**src/verilog/fets_map.svh**
```systemverilog
// Constants for the flash erase / identification sequencer host.
// Assumes a 20 MHz core clock; included by fets_pkg and the design modules.
`ifndef FETS_MAP_SVH
`define FETS_MAP_SVH

// ---------------------------------------------------------------
// Command addresses and data
// ---------------------------------------------------------------
`define FETS_ADDR_555        12'h555
`define FETS_ADDR_AAA        12'haaa
`define FETS_DAT_UNLOCK1     8'haa
`define FETS_DAT_UNLOCK2     8'h55
`define FETS_DAT_ERASE_SETUP 8'h80
`define FETS_DAT_CHIP_ERASE  8'h10
`define FETS_DAT_SECT_ERASE  8'h30
`define FETS_DAT_ID_ENTRY    8'h90
`define FETS_DAT_ID_EXIT     8'hf0
`define FETS_TOGGLE_BIT      6

// ---------------------------------------------------------------
// Timing
// ---------------------------------------------------------------
`define FETS_CLK_NS          50
`define FETS_WP_NS           35
`define FETS_GATE_HIGH_NS    50
`define FETS_ACC_NS          70
`define FETS_WP_CYC          ((`FETS_WP_NS + `FETS_CLK_NS - 1) / `FETS_CLK_NS)
`define FETS_GATE_HIGH_CYC   ((`FETS_GATE_HIGH_NS + `FETS_CLK_NS - 1) / `FETS_CLK_NS)
`define FETS_ACC_CYC         ((`FETS_ACC_NS + `FETS_CLK_NS - 1) / `FETS_CLK_NS)

`endif

```
**src/verilog/fets_pkg.sv**
```systemverilog
// Types for the flash erase / identification sequencer host.
// Assumes fets_map.svh is on the include path.
`default_nettype none
`include "fets_map.svh"
package fets_pkg;
   typedef enum logic [2:0] {
      FETS_OP_NONE     = 3'b000,
      FETS_OP_CHIP_ER  = 3'b001,
      FETS_OP_SECT_ER  = 3'b010,
      FETS_OP_ID_ENTRY = 3'b011,
      FETS_OP_ID_READ  = 3'b100,
      FETS_OP_ID_EXIT  = 3'b101,
      FETS_OP_READ     = 3'b110
   } fets_op_e;
   typedef enum logic [1:0] {
      FETS_CY_IDLE  = 2'b00,
      FETS_CY_WRITE = 2'b01,
      FETS_CY_READ  = 2'b10
   } fets_cyc_e;
endpackage : fets_pkg
`default_nettype wire

```
**src/verilog/fets_bus_cycle.sv**
```systemverilog
// One asynchronous flash bus cycle (word write or word read).
// Latches address and data at start; the caller may change them while busy.
`timescale 1ns/10ps
`default_nettype none
`include "fets_map.svh"
module fets_bus_cycle
   import fets_pkg::*;
(
   input  wire logic        core_clk_i,
   input  wire logic        rst_b_i,
   input  wire logic        start_i,
   input  wire logic        write_i,
   input  wire logic [20:0] addr_i,
   input  wire logic [15:0] wdata_i,
   output logic             done_o,
   output logic [15:0]      rdata_o,
   output logic             ce_b_o,
   output logic             oe_b_o,
   output logic             we_b_o,
   output logic [20:0]      addr_o,
   output logic [15:0]      dq_o,
   output logic             dq_oe_o,
   input  wire logic [15:0] dq_i
);
   // ---------------------------------------------------------------
   // Cycle sequencer
   // ---------------------------------------------------------------
   fets_cyc_e   st_r, st_nxt;
   logic [1:0]  cnt_r, cnt_nxt;
   logic [15:0] rd_r, rd_nxt;
   logic        dn_r, dn_nxt;
   logic [20:0] a_r, a_nxt;
   logic [15:0] d_r, d_nxt;

   // Strobe widths: write pulse, then a high phase of the same length
   always_comb begin
      st_nxt  = st_r;
      cnt_nxt = cnt_r;
      rd_nxt  = rd_r;
      dn_nxt  = 1'b0;
      a_nxt   = a_r;
      d_nxt   = d_r;
      case (st_r)
         FETS_CY_IDLE: begin
            if (start_i) begin
               a_nxt   = addr_i;
               d_nxt   = wdata_i;
               cnt_nxt = 2'h0;
               st_nxt  = write_i ? FETS_CY_WRITE : FETS_CY_READ;
            end
         end
         FETS_CY_WRITE: begin
            cnt_nxt = cnt_r + 2'h1;
            if (cnt_r == 2'(`FETS_WP_CYC)) begin
               dn_nxt = 1'b1;
               st_nxt = FETS_CY_IDLE;
            end
         end
         FETS_CY_READ: begin
            cnt_nxt = cnt_r + 2'h1;
            if (cnt_r == 2'(`FETS_ACC_CYC)) begin
               rd_nxt = dq_i;           // Sampled after access time
               dn_nxt = 1'b1;
               st_nxt = FETS_CY_IDLE;
            end
         end
         default: st_nxt = FETS_CY_IDLE;
      endcase
   end

   always_ff @(posedge core_clk_i or negedge rst_b_i) begin
      if (!rst_b_i) begin
         st_r  <= FETS_CY_IDLE;
         cnt_r <= 2'h0;
         rd_r  <= 16'h0000;
         dn_r  <= 1'b0;
         a_r   <= 21'h000000;
         d_r   <= 16'h0000;
      end else begin
         st_r  <= st_nxt;
         cnt_r <= cnt_nxt;
         rd_r  <= rd_nxt;
         dn_r  <= dn_nxt;
         a_r   <= a_nxt;
         d_r   <= d_nxt;
      end
   end

   // Pins; the gate stays high for every write phase
   assign ce_b_o  = (st_r == FETS_CY_IDLE);
   assign we_b_o  = !((st_r == FETS_CY_WRITE) && (cnt_r < 2'(`FETS_WP_CYC)));
   assign oe_b_o  = (st_r != FETS_CY_READ);
   assign dq_oe_o = (st_r == FETS_CY_WRITE);
   assign addr_o  = a_r;
   assign dq_o    = d_r;
   assign done_o  = dn_r;
   assign rdata_o = rd_r;
endmodule : fets_bus_cycle
`default_nettype wire

```
**src/verilog/fets_host.sv**
```systemverilog
// Host sequencer driving a parallel NOR flash: erase, toggle polling, ID.
// Assumes a single flash on the pins and synchronous pin inputs.
// Function
// - Chip erase final write goes to address 555.
// - Final erase byte 10 selects chip erase, 30 sector erase.
// - Sector erase final write address lies inside the target sector.
// - Output gate held high while write strobe and select are low.
// - Each high pulse of the polled strobe lasts at least 50 ns.
// - Status on bit 6; completion judged only by change between reads.
// - Every status read uses the same address.
// - ID entry is AA to 555, 55 to AAA, 90 to 555.
`timescale 1ns/10ps
`default_nettype none
`include "fets_map.svh"
module fets_host
   import fets_pkg::*;
(
   input  wire logic        core_clk_i,
   input  wire logic        rst_b_i,
   input  wire logic        req_i,
   input  wire logic [2:0]  op_i,
   input  wire logic [20:0] addr_i,
   output logic             busy_o,
   output logic             done_o,
   output logic [15:0]      rdata_o,
   output logic             id_mode_o,
   output logic             ce_b_o,
   output logic             oe_b_o,
   output logic             we_b_o,
   output logic [20:0]      flash_addr_o,
   output logic [15:0]      dq_o,
   output logic             dq_oe_o,
   input  wire logic [15:0] dq_i
);
   // ---------------------------------------------------------------
   // Sequencer state
   // ---------------------------------------------------------------
   typedef enum logic [1:0] {
      FETS_S_IDLE = 2'b00,
      FETS_S_CMD  = 2'b01,
      FETS_S_POLL = 2'b10,
      FETS_S_DONE = 2'b11
   } fets_seq_e;

   fets_seq_e   st_r, st_nxt;
   fets_op_e    op_r, op_nxt;
   logic [2:0]  step_r, step_nxt;
   logic [20:0] tgt_r, tgt_nxt;
   logic        issued_r, issued_nxt;
   logic        have_prev_r, have_prev_nxt;
   logic        prev_t_r, prev_t_nxt;
   logic [15:0] res_r, res_nxt;
   logic        idm_r, idm_nxt;
   logic        dn_r, dn_nxt;

   logic        cy_start;
   logic        cy_write;
   logic [20:0] cy_addr;
   logic [15:0] cy_wdata;
   logic        cy_done;
   logic [15:0] cy_rdata;
   logic [2:0]  nsteps;
   logic [11:0] cmd_a;
   logic [7:0]  cmd_d;

   // ---------------------------------------------------------------
   // Command table per step
   // ---------------------------------------------------------------
   // Upper address and data bits are don't-care to the flash; drive zeros
   always_comb begin
      cmd_a  = `FETS_ADDR_555;
      cmd_d  = `FETS_DAT_UNLOCK1;
      nsteps = 3'h3;
      case (op_r)
         FETS_OP_CHIP_ER, FETS_OP_SECT_ER: begin
            nsteps = 3'h6;
            case (step_r)
               3'h1: begin cmd_a = `FETS_ADDR_AAA; cmd_d = `FETS_DAT_UNLOCK2; end
               3'h2: cmd_d = `FETS_DAT_ERASE_SETUP;
               3'h4: begin cmd_a = `FETS_ADDR_AAA; cmd_d = `FETS_DAT_UNLOCK2; end
               3'h5: cmd_d = (op_r == FETS_OP_CHIP_ER) ? `FETS_DAT_CHIP_ERASE
                                                       : `FETS_DAT_SECT_ERASE;
               default: cmd_d = `FETS_DAT_UNLOCK1;
            endcase
         end
         FETS_OP_ID_ENTRY, FETS_OP_ID_EXIT: begin
            case (step_r)
               3'h1: begin cmd_a = `FETS_ADDR_AAA; cmd_d = `FETS_DAT_UNLOCK2; end
               3'h2: cmd_d = (op_r == FETS_OP_ID_ENTRY) ? `FETS_DAT_ID_ENTRY
                                                        : `FETS_DAT_ID_EXIT;
               default: cmd_d = `FETS_DAT_UNLOCK1;
            endcase
         end
         default: nsteps = 3'h1;
      endcase
   end

   // Bus cycle request: command write, ID/normal read, or status read
   always_comb begin
      cy_start = 1'b0;
      cy_write = 1'b0;
      cy_addr  = {9'h000, cmd_a};
      cy_wdata = {8'h00, cmd_d};
      if (st_r == FETS_S_CMD && !issued_r) begin
         cy_start = 1'b1;
         // Anything but a command op is one read, so a stray code never writes
         if (!(op_r inside {FETS_OP_CHIP_ER, FETS_OP_SECT_ER, FETS_OP_ID_ENTRY, FETS_OP_ID_EXIT})) begin
            cy_addr = (op_r == FETS_OP_ID_READ) ? {20'h00000, tgt_r[0]} : tgt_r;
         end else begin
            cy_write = 1'b1;
            if (op_r == FETS_OP_SECT_ER && step_r == 3'h5) begin
               cy_addr = tgt_r;
            end else if (op_r == FETS_OP_CHIP_ER && step_r == 3'h5) begin
               cy_addr = {9'h000, `FETS_ADDR_555};
            end
         end
      end else if (st_r == FETS_S_POLL && !issued_r) begin
         cy_start = 1'b1;
         cy_addr  = tgt_r;
      end
   end

   // ---------------------------------------------------------------
   // Main sequence
   // ---------------------------------------------------------------
   // No internal erase timer: completion comes from the flash itself,
   // so erase lengths of seconds cost no counter here
   always_comb begin
      st_nxt        = st_r;
      op_nxt        = op_r;
      step_nxt      = step_r;
      tgt_nxt       = tgt_r;
      issued_nxt    = issued_r;
      have_prev_nxt = have_prev_r;
      prev_t_nxt    = prev_t_r;
      res_nxt       = res_r;
      idm_nxt       = idm_r;
      dn_nxt        = 1'b0;
      if (cy_start) begin
         issued_nxt = 1'b1;
      end
      case (st_r)
         FETS_S_IDLE: begin
            if (req_i) begin
               op_nxt      = fets_op_e'(op_i);
               tgt_nxt     = addr_i;
               step_nxt    = 3'h0;
               issued_nxt  = 1'b0;
               have_prev_nxt = 1'b0;
               st_nxt      = FETS_S_CMD;
            end
         end
         FETS_S_CMD: begin
            if (cy_done) begin
               issued_nxt = 1'b0;
               step_nxt   = step_r + 3'h1;
               if (step_r + 3'h1 >= nsteps) begin
                  res_nxt = cy_rdata;
                  if (op_r == FETS_OP_CHIP_ER || op_r == FETS_OP_SECT_ER) begin
                     st_nxt = FETS_S_POLL;
                  end else begin
                     if (op_r == FETS_OP_ID_ENTRY) idm_nxt = 1'b1;
                     if (op_r == FETS_OP_ID_EXIT) idm_nxt = 1'b0;
                     st_nxt = FETS_S_DONE;
                  end
               end
            end
         end
         FETS_S_POLL: begin
            // Gate returns high between reads for two cycles, covering 50 ns
            if (cy_done) begin
               issued_nxt    = 1'b0;
               have_prev_nxt = 1'b1;
               prev_t_nxt    = cy_rdata[`FETS_TOGGLE_BIT];
               res_nxt       = cy_rdata;
               // Level itself means nothing; only a change between reads
               if (have_prev_r && (cy_rdata[`FETS_TOGGLE_BIT] == prev_t_r)) begin
                  st_nxt = FETS_S_DONE;
               end
            end
         end
         FETS_S_DONE: begin
            dn_nxt = 1'b1;
            st_nxt = FETS_S_IDLE;
         end
         default: st_nxt = FETS_S_IDLE;
      endcase
   end

   // Reset stands for power-up, where the flash leaves ID mode too
   always_ff @(posedge core_clk_i or negedge rst_b_i) begin
      if (!rst_b_i) begin
         st_r        <= FETS_S_IDLE;
         op_r        <= FETS_OP_NONE;
         step_r      <= 3'h0;
         tgt_r       <= 21'h000000;
         issued_r    <= 1'b0;
         have_prev_r <= 1'b0;
         prev_t_r    <= 1'b0;
         res_r       <= 16'h0000;
         idm_r       <= 1'b0;
         dn_r        <= 1'b0;
      end else begin
         st_r        <= st_nxt;
         op_r        <= op_nxt;
         step_r      <= step_nxt;
         tgt_r       <= tgt_nxt;
         issued_r    <= issued_nxt;
         have_prev_r <= have_prev_nxt;
         prev_t_r    <= prev_t_nxt;
         res_r       <= res_nxt;
         idm_r       <= idm_nxt;
         dn_r        <= dn_nxt;
      end
   end

   // ---------------------------------------------------------------
   // Pin driver
   // ---------------------------------------------------------------
   fets_bus_cycle u_cyc (
      .core_clk_i (core_clk_i),
      .rst_b_i    (rst_b_i),
      .start_i    (cy_start),
      .write_i    (cy_write),
      .addr_i     (cy_addr),
      .wdata_i    (cy_wdata),
      .done_o     (cy_done),
      .rdata_o    (cy_rdata),
      .ce_b_o     (ce_b_o),
      .oe_b_o     (oe_b_o),
      .we_b_o     (we_b_o),
      .addr_o     (flash_addr_o),
      .dq_o       (dq_o),
      .dq_oe_o    (dq_oe_o),
      .dq_i       (dq_i)
   );

   assign busy_o    = (st_r != FETS_S_IDLE);
   assign done_o    = dn_r;
   assign rdata_o   = res_r;
   assign id_mode_o = idm_r;
endmodule : fets_host
`default_nettype wire

```
**config.mk**
```make
export PLATFORM = sky130hd
export DESIGN_NAME = fets_host
export DESIGN_NICKNAME = d
export VERILOG_FILES = /design/src/verilog/fets_pkg.sv /design/src/verilog/fets_bus_cycle.sv /design/src/verilog/fets_host.sv
export VERILOG_INCLUDE_DIRS = /design/src /design/src/verilog
export SDC_FILE = /design/constraint.sdc
export NUM_CORES = 1
export LEC_CHECK = 0
export ABC_AREA = 1
export BUFFER_PORTS_ARGS = -buffer_cell sky130_fd_sc_hd__buf_2
export CAP_MARGIN = 5
export CORE_MARGIN = 3
export CORE_UTILIZATION = 30
export CTS_CLUSTER_DIAMETER = 80
export DETAILED_ROUTE_END_ITERATION = 6
export PLACE_DENSITY = 0.55
export SLEW_MARGIN = 10
export SYNTH_ARGS = -nofsm -noshare
export SYNTH_HDL_FRONTEND = slang
export SYNTH_HIERARCHICAL = 1
export SYNTH_SLANG_ARGS = --single-unit
```
**constraint.sdc**
```tcl
create_clock -name core_clk_i -period 3.3 [get_ports core_clk_i]
set_clock_uncertainty 0.2 [all_clocks]
set_input_delay 0.33 -clock core_clk_i [delete_from_list [all_inputs] [get_ports core_clk_i]]
set_output_delay 0.33 -clock core_clk_i [all_outputs]
set_load 0.05 [all_outputs]
```
==> results of run 1 <==
==> worst min-delay path by stage <==
stage | startpoint | to | slack (ps) | depth (start not counted)
detailed placement | u_cyc/dq_o[14] | u_cyc/dq_o[14] | 260 | 2
finish | dq_i[13] | u_cyc/rdata_o[13] | 10 | 3
floorplan | rst_b_i | done_o | -170 | 0
CTS | dq_i[13] | u_cyc/rdata_o[13] | 0.8 | 3
global placement | u_cyc/dq_o[10] | u_cyc/dq_o[10] | 250 | 2
global route | dq_i[13] | u_cyc/rdata_o[13] | 20 | 3
==> cell type report <==
class | instances | share of cell area
Sequential cell | 108 | 0.407
Multi-Input combinational cell | 481 | 0.358
Timing Repair Buffer | 129 | 0.115
Tap cell | 225 | 0.0424
Clock buffer | 9 | 0.0339
Inverter | 56 | 0.0317
Clock inverter | 7 | 0.0121
==> registers in the layout (all words and copies together), names as in the netlist <==
signal	count
u_cyc/dq_o	16
st_r	2
prev_t_r	1
have_prev_r	1
issued_r	1
step_r	3
rdata_o	16
u_cyc/rdata_o	16
u_cyc/done_o	1
u_cyc/cnt_r	2
id_mode_o	1
done_o	1
u_cyc/st_r	2
op_r	3
tgt_r	21
u_cyc/addr_o	21
==> what timing repair did <==
| item | in CTS | in global routing |
|---|---|---|
| buffers inserted | 0 | 0 |
| gates resized for setup | 0 | 0 |
| hold buffers | 18 | 0 |
| endpoints found under the hold margin | 89 | 0 |
==> synthesized netlist by cell type, drive strengths merged <==
| master | number |
|---|---|
| o21bai | 1 |
| dfrtp | 108 |
| a21oi | 18 |
| mux2 | 9 |
| inv | 56 |
| clkbuf | 9 |
| buf | 22 |
| nand3b | 2 |
| nand2 | 244 |
| nor2 | 40 |
| o21ai | 41 |
| nand4 | 4 |
| conb | 1 |
| o32ai | 2 |
| xnor2 | 1 |
| or2 | 1 |
| ha | 19 |
| o22ai | 1 |
| nand3 | 88 |
| o211ai | 2 |
==> worst max-delay path, delay by kind of cell (launching register included) <==
kind | cells | cell delay, ps
fa+ha+maj | 2 | 550
simple gates | 2 | 530
flops | 1 | 420
compound gates | 2 | 310
buf+inv | 2 | 280
xor+xnor | 1 | 200
==> metrics by stage <==
stage / std cells / hold WS, ps
floorplan: 676 / -166
global placement: 981 / 252
detailed placement: 981 / 256
CTS: 1015 / 0.796
global route: 1015 / 16.4
finish: 1015 / 14.4
==> layer usage <==
metal / global-route usage / vias up
met4: 0.0505 / 0
met2: 0.227 / 81
met3: 0.0278 / 10
li1: - / 2367
met1: 0.194 / 2148
met5: 0 / -
==> logic make-up (layout without fill, tap and decap cells) <==
group,after synthesis,in the layout,synth area share
xor+xnor,1,1,0.00160
simple gates,379,379,0.300
other cells,1,8,0.000686
buf+inv,87,201,0.0764
flops,108,108,0.494
compound gates,65,65,0.0645
mux,9,9,0.0185
fa+ha+maj,19,19,0.0435
==> power groups by stage <==
stage | combinational [mW] | sequential [mW] | clock (mW)
final | 3.92 | 2.24 | 1.11
after detailed placement | 3.94 | 2.26 | 0
after global placement | 3.92 | 2.27 | 0
after floorplan | 2.26 | 3.12 | 0
after global routing | 4.39 | 2.31 | 1.20
after CTS | 3.96 | 2.25 | 1.15
==> impl_metrics.py, run 1 <==
metrics = {
    "sta": {
        "slew_viol_final": 0,
        "fin_crit_sh": 0.802,
        "tightest_slew_ps": 978,
        "relSlewSlack": 0.348,
        "finalSetupViolations": 0,
        "min_period_ps": 2650,
        "fmax_mhz": 378,
        "final_hold_viol_count": 0,
        "rsz0062_at_grt": "no",
        "fin_setup_tns_ps": 0,
        "setup_ws_ps": 653,
    },
    "power_and_ir_drop": {
        "pwr-share-clk": 0.153,
        "vdd_drop_max_v": 0.000530,
        "p_sw_mw": 3.79,
        "leakage_nw": 3.63,
        "power_density_nw_per_um2": 1100,
        "power_frac_seq": 0.308,
        "power_mw": 7.27,
        "swShare": 0.521,
        "p_int_mw": 3.49,
        "p_comb_frac": 0.539,
    },
    "status": {
        "status": "complete, no violations",
    },
    "die": {
        "dieArea_um2": 19900,
        "rows": 48,
        "design.core.area_um2": 17600,
        "pin_count": 103,
        "die-height_um": 141,
        "die_w_um": 141,
        "initial_core_util": 0.311,
    },
    "placement": {
        "dp_hpwl_um": 9380,
        "routabilityCongestion": 0.779,
        "io_buffers": 102,
        "placed_area_um2": 6150,
        "dpl_worst_slack_ps": 662,
    },
    "drt": {
        "post_drt_wl_per_cell_um": 13.6,
        "viasPerCell": 4.54,
        "met3_length_um": 551,
        "drt_iter0_markers": 193,
        "route.detailed.drc": 0,
        "dr.pass1.iters": 5,
        "antenna_left": 0,
        "vias": 4606,
        "met1_length_um": 6550,
        "drt_wl_total_um": 13800,
        "highest_layer": "met4",
        "route.met2.wl_um": 6500,
    },
    "setup_path": {
        "slowest_delay_ps": 420,
        "critPathLaunchType": "flop",
        "crit_required_ps": 3320,
        "cp_slowest_cell": "dfrtp_1",
        "crit_fanout": 17,
        "worstSetupEndpointType": "flop",
        "crit_start": "step_r[0]",
        "path_cells": "ha_1 -> xnor2_1 -> inv_1 -> ha_1 -> a21oi_1 -> nand4_1 -> buf_4 -> nand2_1 -> o21ai_0",
        "r2r_end": "rdata_o[6]",
        "timing.rr.start": "step_r[0]",
        "r2r_cells": 9,
        "cpMostUsedCell": "ha_1",
        "worstPathArrival_ps": 2670,
        "worst-r2r-setup-slack_ps": 650,
        "path_class": "reg2reg",
        "endpoint": "rdata_o[6]",
    },
    "final_layout": {
        "seq_area_um2": 2700,
        "n_fill_cell": 1800,
        "layout_commonest_cell": "nand2_1",
        "final_cell_mix": "229 x nand2_1, 108 x dfrtp_1, 101 x buf_2",
        "diodes": 0,
        "final_nets": 847,
        "multi_input_area_um2": 2380,
        "stdcell_area_um2": 6640,
        "finish.utilization": 0.377,
        "drive_above_1_share": 0.204,
        "area_growth_pct": 21.4,
    },
    "clock_tree": {
        "clk_latency_ps": 360,
        "cts_tree": "done",
        "cts_buffers": 9,
        "cts_sinks": 108,
        "cts.path.max_buffers": 2,
        "cts_max_level": 3,
        "root_buffer": "clkbuf_16",
        "clk_pin_slew_worst_paths_ps": 80,
    },
    "global_routing": {
        "grt_overflow_total": 0,
        "grt_pass1_vias": 4451,
        "grt_pass1_wl_um": 22900,
        "grt_max_degree": 75,
        "antenna_found_initial": 0,
        "grt_usage": 0.142,
    },
    "yosys": {
        "synth-seq-area-share": 0.494,
        "syn_area_um2": 5470,
        "synthCells": 669,
        "netlist-cell-type-count": 31,
        "yosysTopAreaCell": "dfrtp_1",
        "synth.area.top_cells": "dfrtp_1 49%, nand2_1 16%, nand3_1 7.7%",
        "netlist.area_leader.share": 0.494,
        "yosysWarnings": 6,
        "avgSynthCellArea_um2": 8.17,
        "yosys_register_bits": 108,
    },
    "job": {
        "cap_viol_max_count": 0,
    },
    "min_path": {
        "holdCritPathClass": "in2reg",
    },
}
Power figures use the tool's default switching activity.
==> inputs of run 2 (changes only) <==
--- a/config.mk
+++ b/config.mk
@@ -6,14 +6,14 @@
 export SDC_FILE = /design/constraint.sdc
 export NUM_CORES = 1
 export LEC_CHECK = 0
-export ABC_AREA = 1
+export ABC_AREA = 0
 export BUFFER_PORTS_ARGS = -buffer_cell sky130_fd_sc_hd__buf_2
 export CAP_MARGIN = 5
 export CORE_MARGIN = 3
 export CORE_UTILIZATION = 30
 export CTS_CLUSTER_DIAMETER = 80
 export DETAILED_ROUTE_END_ITERATION = 6
-export PLACE_DENSITY = 0.55
+export PLACE_DENSITY = 0.58
 export SLEW_MARGIN = 10
 export SYNTH_ARGS = -nofsm -noshare
 export SYNTH_HDL_FRONTEND = slang
==> constraint.sdc (replaced) <==
create_clock -name core_clk_i -period 2.31 [get_ports core_clk_i]
set_clock_uncertainty 0.2 [all_clocks]
set_input_delay 0.231 -clock core_clk_i [delete_from_list [all_inputs] [get_ports core_clk_i]]
set_output_delay 0.231 -clock core_clk_i [all_outputs]
set_load 0.05 [all_outputs]
==> run 2 against run 1 <==
- the flow now finishes with violations (negative setup slack)
- worst setup slack got worse by 860 ps
- highest routed layer unchanged
- power rose by 53%
- combinational power rose by 59%
- count of clock-buffer cells in the layout rose by 3
- flip-flop and latch count did not move
- cell count fell by 20%
- sequential power rose by 45%
- critical path depth rose by 1
- cell area rose by 7.6%
- clock power rose by 50%
- first-iteration DRC count fell by 52%
==> impl_metrics.py, run 2 <==
metrics = {
    "setup_path": {
        "crit_required_ps": 2350,
        "cp_slowest_cell": "dfrtp_2",
        "crit_family": "flip-flops",
        "path_class": "reg2reg",
        "crit_fanout": 8,
        "path_cells": "xnor2_2 -> or2_4 -> ha_4 -> nand2b_4 -> a21o_1 -> a21oi_2 -> a211oi_4 -> buf_6 -> buf_12 -> mux2_2",
        "slowest_delay_ps": 440,
        "worst-path-buf-inv": 2,
        "worst-r2r-setup-slack_ps": -200,
        "critPathLaunchType": "flop",
        "worstSetupEndpointType": "flop",
        "worstPathArrival_ps": 2550,
    },
    "power_and_ir_drop": {
        "vdd_drop_max_v": 0.000679,
        "power_density_nw_per_um2": 1560,
        "leakage_nw": 3.40,
    },
    "min_path": {
        "holdCritPathClass": "in2reg",
    },
    "sta": {
        "slew_viol_final": 0,
        "fin_setup_tns_ps": -3150,
        "fin_crit_sh": 1.09,
        "finalSetupViolations": 18,
        "final_hold_viol_count": 0,
        "setup_ws_ps": -205,
        "fmax_mhz": 398,
        "min_period_ps": 2510,
        "rsz0062_at_grt": "yes",
    },
    "clock_tree": {
        "cts_tree": "done",
        "root_buffer": "clkbuf_16",
        "cts_max_level": 3,
        "cts_sinks": 108,
        "cts.path.max_buffers": 2,
        "cts_buffers": 9,
        "clk_pin_slew_worst_paths_ps": 70,
        "clk_latency_ps": 350,
    },
    "yosys": {
        "yosysMostFrequentCell": "dfrtp_1",
        "netlist.area_leader.share": 0.533,
        "ys_top_cells_by_count": "108 x dfrtp_1, 96 x mux2_2, 22 x nand2_1",
        "synthCells": 388,
        "syn_area_um2": 5070,
        "synth-main-ff-cell": "dfrtp_1",
        "yosys_register_bits": 108,
        "avgSynthCellArea_um2": 13.1,
        "synth_edf_count": 0,
        "yosysTopAreaCell": "dfrtp_1",
        "synthArstFlopShare": 1.00,
        "netlist-cell-type-count": 53,
        "synth.area.top_cells": "dfrtp_1 53%, mux2_2 21%, ha_1 4.7%",
        "yosysWarnings": 6,
        "synth-seq-area-share": 0.533,
    },
    "placement": {
        "dpl_worst_slack_ps": -229,
        "io_buffers": 102,
        "dp_hpwl_um": 8430,
        "routabilityCongestion": 0.849,
        "placed_area_um2": 6120,
    },
    "die": {
        "die_w_um": 136,
        "pin_count": 103,
        "rows": 46,
        "design.core.area_um2": 16200,
        "dieArea_um2": 18500,
        "die-height_um": 136,
        "initial_core_util": 0.312,
    },
    "global_routing": {
        "antenna_found_initial": 0,
        "grt_max_degree": 73,
        "grt_usage": 0.136,
        "grt_pass1_wl_um": 19900,
        "grt_overflow_total": 0,
        "grt_pass1_vias": 4024,
    },
    "final_layout": {
        "drive_above_1_share": 0.495,
        "layout_commonest_cell": "dfrtp_1",
        "final_cell_mix": "106 x dfrtp_1, 101 x buf_2, 83 x mux2_2",
        "finish.utilization": 0.440,
        "area_growth_pct": 40.9,
        "stdcell_area_um2": 7140,
        "diodes": 0,
        "final_nets": 649,
    },
    "drt": {
        "antenna_left": 0,
        "drt_iter0_markers": 92,
        "viasPerCell": 4.51,
        "dr.pass1.iters": 4,
        "route.detailed.drc": 0,
        "post_drt_wl_per_cell_um": 14.9,
        "drt_wl_total_um": 12000,
        "vias": 3646,
    },
    "status": {
        "violations": "negative setup slack",
        "status": "finished with violations",
    },
    "job": {
        "cap_viol_max_count": 0,
    },
}
## run 2: changes by cell type after synthesis, sizes merged, moves of 16 or more
cell | before | now
o21ai | 41 | 12
nand2 | 244 | 23
mux2 | 9 | 96
inv | 56 | 20
nor2 | 40 | 10
nand3 | 88 | 4
buf | 22 | 6
## run 2: kinds of logic (layout without fill, tap and decap cells)
kind of cell,Yosys count,count (layout),synth area share
AOI/OAI and AO/OA,60,60,0.0852
xor gates and xnor gates,3,3,0.00518
adders and majority gates,19,19,0.0469
buffers and inverters,34,231,0.0427
DFF,108,108,0.533
muxes,101,101,0.223
other,1,8,0.000740
and+or+nand+nor,62,62,0.0630
## run 2: what timing repair did
action	4_1_cts	5_1_grt
endpoints found under the hold margin	148	0
setup buffers	7	4
gates cloned	1	0
setup endpoints to repair	32	45
pin swaps	10	8
hold buffers	41	0
resized for setup	26	23
## run 2: area by class of cell
type | count | area, µm²
clock buffer | 12 | 246
fill | 1556 | 9090
timing repair buffer | 195 | 1390
tap | 216 | 270
inverter | 20 | 75.1
clock inverter | 4 | 72.6
sequential | 108 | 2710
multi-input combinational | 253 | 2380
## run 2: stage by stage
stage,power [mW],instances,hold WS [ps]
floorplan,7.51,395,-265
global placement,8.89,739,89.7
detailed placement,9.07,739,94.2
CTS,11.0,804,63.3
global route,11.8,808,93.3
finish,11.1,808,80.2
## run 2: power breakdown
| group | internal (mW) | switching [mW] | leakage [nW] |
|---|---|---|---|
| logic | 2.60 | 3.62 | 1.96 |
| clock network | 0.979 | 0.678 | 0.153 |
| registers | 2.76 | 0.471 | 1.29 |
| total | 6.34 | 4.77 | 3.40 |
## run 2: metal layers
metal	GRT usage	up-vias	part of all wire
met5	0	-	0
met3	0.0359	8	0.034
met4	0.0414	0	0.013
met1	0.163	1829	0.42
met2	0.239	53	0.53
li1	-	1756	-
## run 2: tightest hold or removal path: stages
cell	delay, ps
buf_2	80
nand2b_1	190
a2bb2oi_1	90
## run 2: final timing paths
kind,start,end,cells past startpoint
max,op_r[1],rdata_o[2],10
min,req_i,issued_r,3
max reg2reg,op_r[1],rdata_o[2],10
min reg2reg,u_cyc/addr_o[19],u_cyc/addr_o[19],1
max in group asynchronous,rst_b_i,rdata_o[1],3
min in group asynchronous,rst_b_i,u_cyc/addr_o[2],3
==> inputs of run 3 (changes only) <==
--- a/config.mk
+++ b/config.mk
@@ -11,6 +11,7 @@
 export CAP_MARGIN = 5
 export CORE_MARGIN = 3
 export CORE_UTILIZATION = 30
+export CTS_BUF_LIST = sky130_fd_sc_hd__clkbuf_8 sky130_fd_sc_hd__clkbuf_16
 export CTS_CLUSTER_DIAMETER = 80
 export DETAILED_ROUTE_END_ITERATION = 6
 export PLACE_DENSITY = 0.58
==> run 3 against run 2 <==
- the run still ends with negative setup slack left
- routed wire length is essentially flat
- count of clock-buffer cells in the layout down 2
- non-clock buffer count did not move
- flip-flop and latch count unchanged
- sequential share of layout area is the same
- global-route usage is the same
- first-iteration DRC count is 5.4% lower
==> impl_metrics.py, run 3 (synthesized netlist as in run 2, its figures left out) <==
metrics = {
    "drt": {
        "vias": 3649,
        "dr.pass1.iters": 4,
        "route.detailed.drc": 0,
        "viasPerCell": 4.52,
        "drt_wl_total_um": 12000,
        "antenna_left": 0,
        "post_drt_wl_per_cell_um": 14.9,
        "drt_iter0_markers": 87,
    },
    "setup_path": {
        "critPathLaunchType": "flop",
        "crit_required_ps": 2350,
        "worstSetupEndpointType": "flop",
        "path_class": "reg2reg",
        "crit_family": "flip-flops",
        "worst-path-buf-inv": 2,
        "slowest_delay_ps": 440,
        "crit_fanout": 8,
        "path_cells": "xnor2_2 -> or2_4 -> ha_4 -> nand2b_4 -> a21o_1 -> a21oi_2 -> a211oi_4 -> buf_6 -> buf_12 -> mux2_2",
        "worstPathArrival_ps": 2550,
        "cp_slowest_cell": "dfrtp_2",
    },
    "global_routing": {
        "grt_pass1_vias": 4024,
        "grt_overflow_total": 0,
        "antenna_found_initial": 0,
        "grt_pass1_wl_um": 19900,
        "grt_usage": 0.136,
        "grt_max_degree": 73,
    },
    "sta": {
        "fin_crit_sh": 1.09,
        "finalSetupViolations": 18,
        "final_hold_viol_count": 0,
        "hold_ws_ps": 79.9,
        "min_period_ps": 2520,
        "fmax_mhz": 398,
        "slew_viol_final": 0,
        "rsz0062_at_grt": "yes",
        "setup_ws_ps": -205,
    },
    "clock_tree": {
        "cts_buffers": 9,
        "clk_latency_ps": 350,
        "cts.path.max_buffers": 2,
        "root_buffer": "clkbuf_16",
        "cts_max_level": 3,
        "cts_tree": "done",
        "cts_sinks": 108,
        "clk_pin_slew_worst_paths_ps": 70,
    },
    "die": {
        "pin_count": 103,
        "dieArea_um2": 18500,
        "rows": 46,
        "die-height_um": 136,
        "design.core.area_um2": 16200,
        "die_w_um": 136,
        "initial_core_util": 0.312,
    },
    "job": {
        "cap_viol_max_count": 0,
    },
    "final_layout": {
        "drive_above_1_share": 0.495,
        "final_cell_mix": "106 x dfrtp_1, 101 x buf_2, 83 x mux2_2",
        "layout_commonest_cell": "dfrtp_1",
        "seq_area_um2": 2710,
        "area_growth_pct": 40.9,
        "multi_input_area_um2": 2380,
        "n_fill_cell": 1556,
        "diodes": 0,
        "final_nets": 649,
        "finish.utilization": 0.440,
    },
    "min_path": {
        "holdCritPathClass": "in2reg",
    },
    "status": {
        "status": "finished with violations",
        "violations": "negative setup slack",
    },
    "placement": {
        "routabilityCongestion": 0.849,
        "dp_hpwl_um": 8430,
        "io_buffers": 102,
    },
    "power_and_ir_drop": {
        "leakage_nw": 3.41,
        "vdd_drop_max_v": 0.000680,
        "power_density_nw_per_um2": 1550,
    },
}
-- run 3: layer usage --
metal	share of wire	vias up	wire length (µm)	GRT usage
met3	0.034	8	409	0.0359
met4	0.013	0	161	0.0414
met1	0.42	1833	5060	0.163
li1	-	1754	-	-
met2	0.53	54	6400	0.239
met5	0	-	0	0
-- run 3: final cells by class --
type	count	share of cell area
inverter	20	0.0105
tap	216	0.0378
multi-input combinational	253	0.334
timing repair buffer	195	0.195
sequential	108	0.379
clock buffer	10	0.0335
clock inverter	6	0.0112
-- run 3: worst paths after layout --
check / start / endpoint / slack, ps / cells past startpoint
max: op_r[1] / rdata_o[2] / -210 / 10
max in group asynchronous: rst_b_i / rdata_o[1] / 1290 / 3
min in group asynchronous: rst_b_i / u_cyc/addr_o[3] / 250 / 3
max reg2reg: op_r[1] / rdata_o[2] / -210 / 10
min reg2reg: u_cyc/addr_o[19] / u_cyc/addr_o[19] / 300 / 1
min: req_i / issued_r / 80 / 3
-- run 3: report_power, final --
part | switching, mW | leakage [nW] | total, mW | internal (mW)
clock | 0.678 | 0.161 | 1.65 | 0.970
combinational | 3.62 | 1.96 | 6.22 | 2.60
sequential | 0.469 | 1.29 | 3.23 | 2.76
-- run 3: stage by stage --
step	worst slack (ps)	setup TNS (ps)	area (µm²)	std cells	total power [mW]
after global placement	-178	-3770	6120	739	8.89
after floorplan	-256	-3230	5140	395	7.51
final	-205	-3150	7140	808	11.1
after CTS	-215	-3360	7010	804	11.0
after global routing	-293	-5330	7140	808	11.8
after detailed placement	-229	-5460	6120	739	9.07
-- run 3: worst reg2reg max path: stages, from the launching register on --
cell	delay, ps
dfrtp_2	440
xnor2_2	150
or2_4	240
ha_4	260
nand2b_4	110
a21o_1	110
a21oi_2	70
a211oi_4	200
buf_6	160
buf_12	140
mux2_2	330
-- run 3: repair_timing --
action                     4_1_cts  5_1_grt
pin swaps                       10        8
hold buffers                    41        0
gates cloned                     1        0
gates resized for setup         26       23
hold endpoints to repair       148        0
setup endpoints to repair       32       45
setup buffers                    7        4
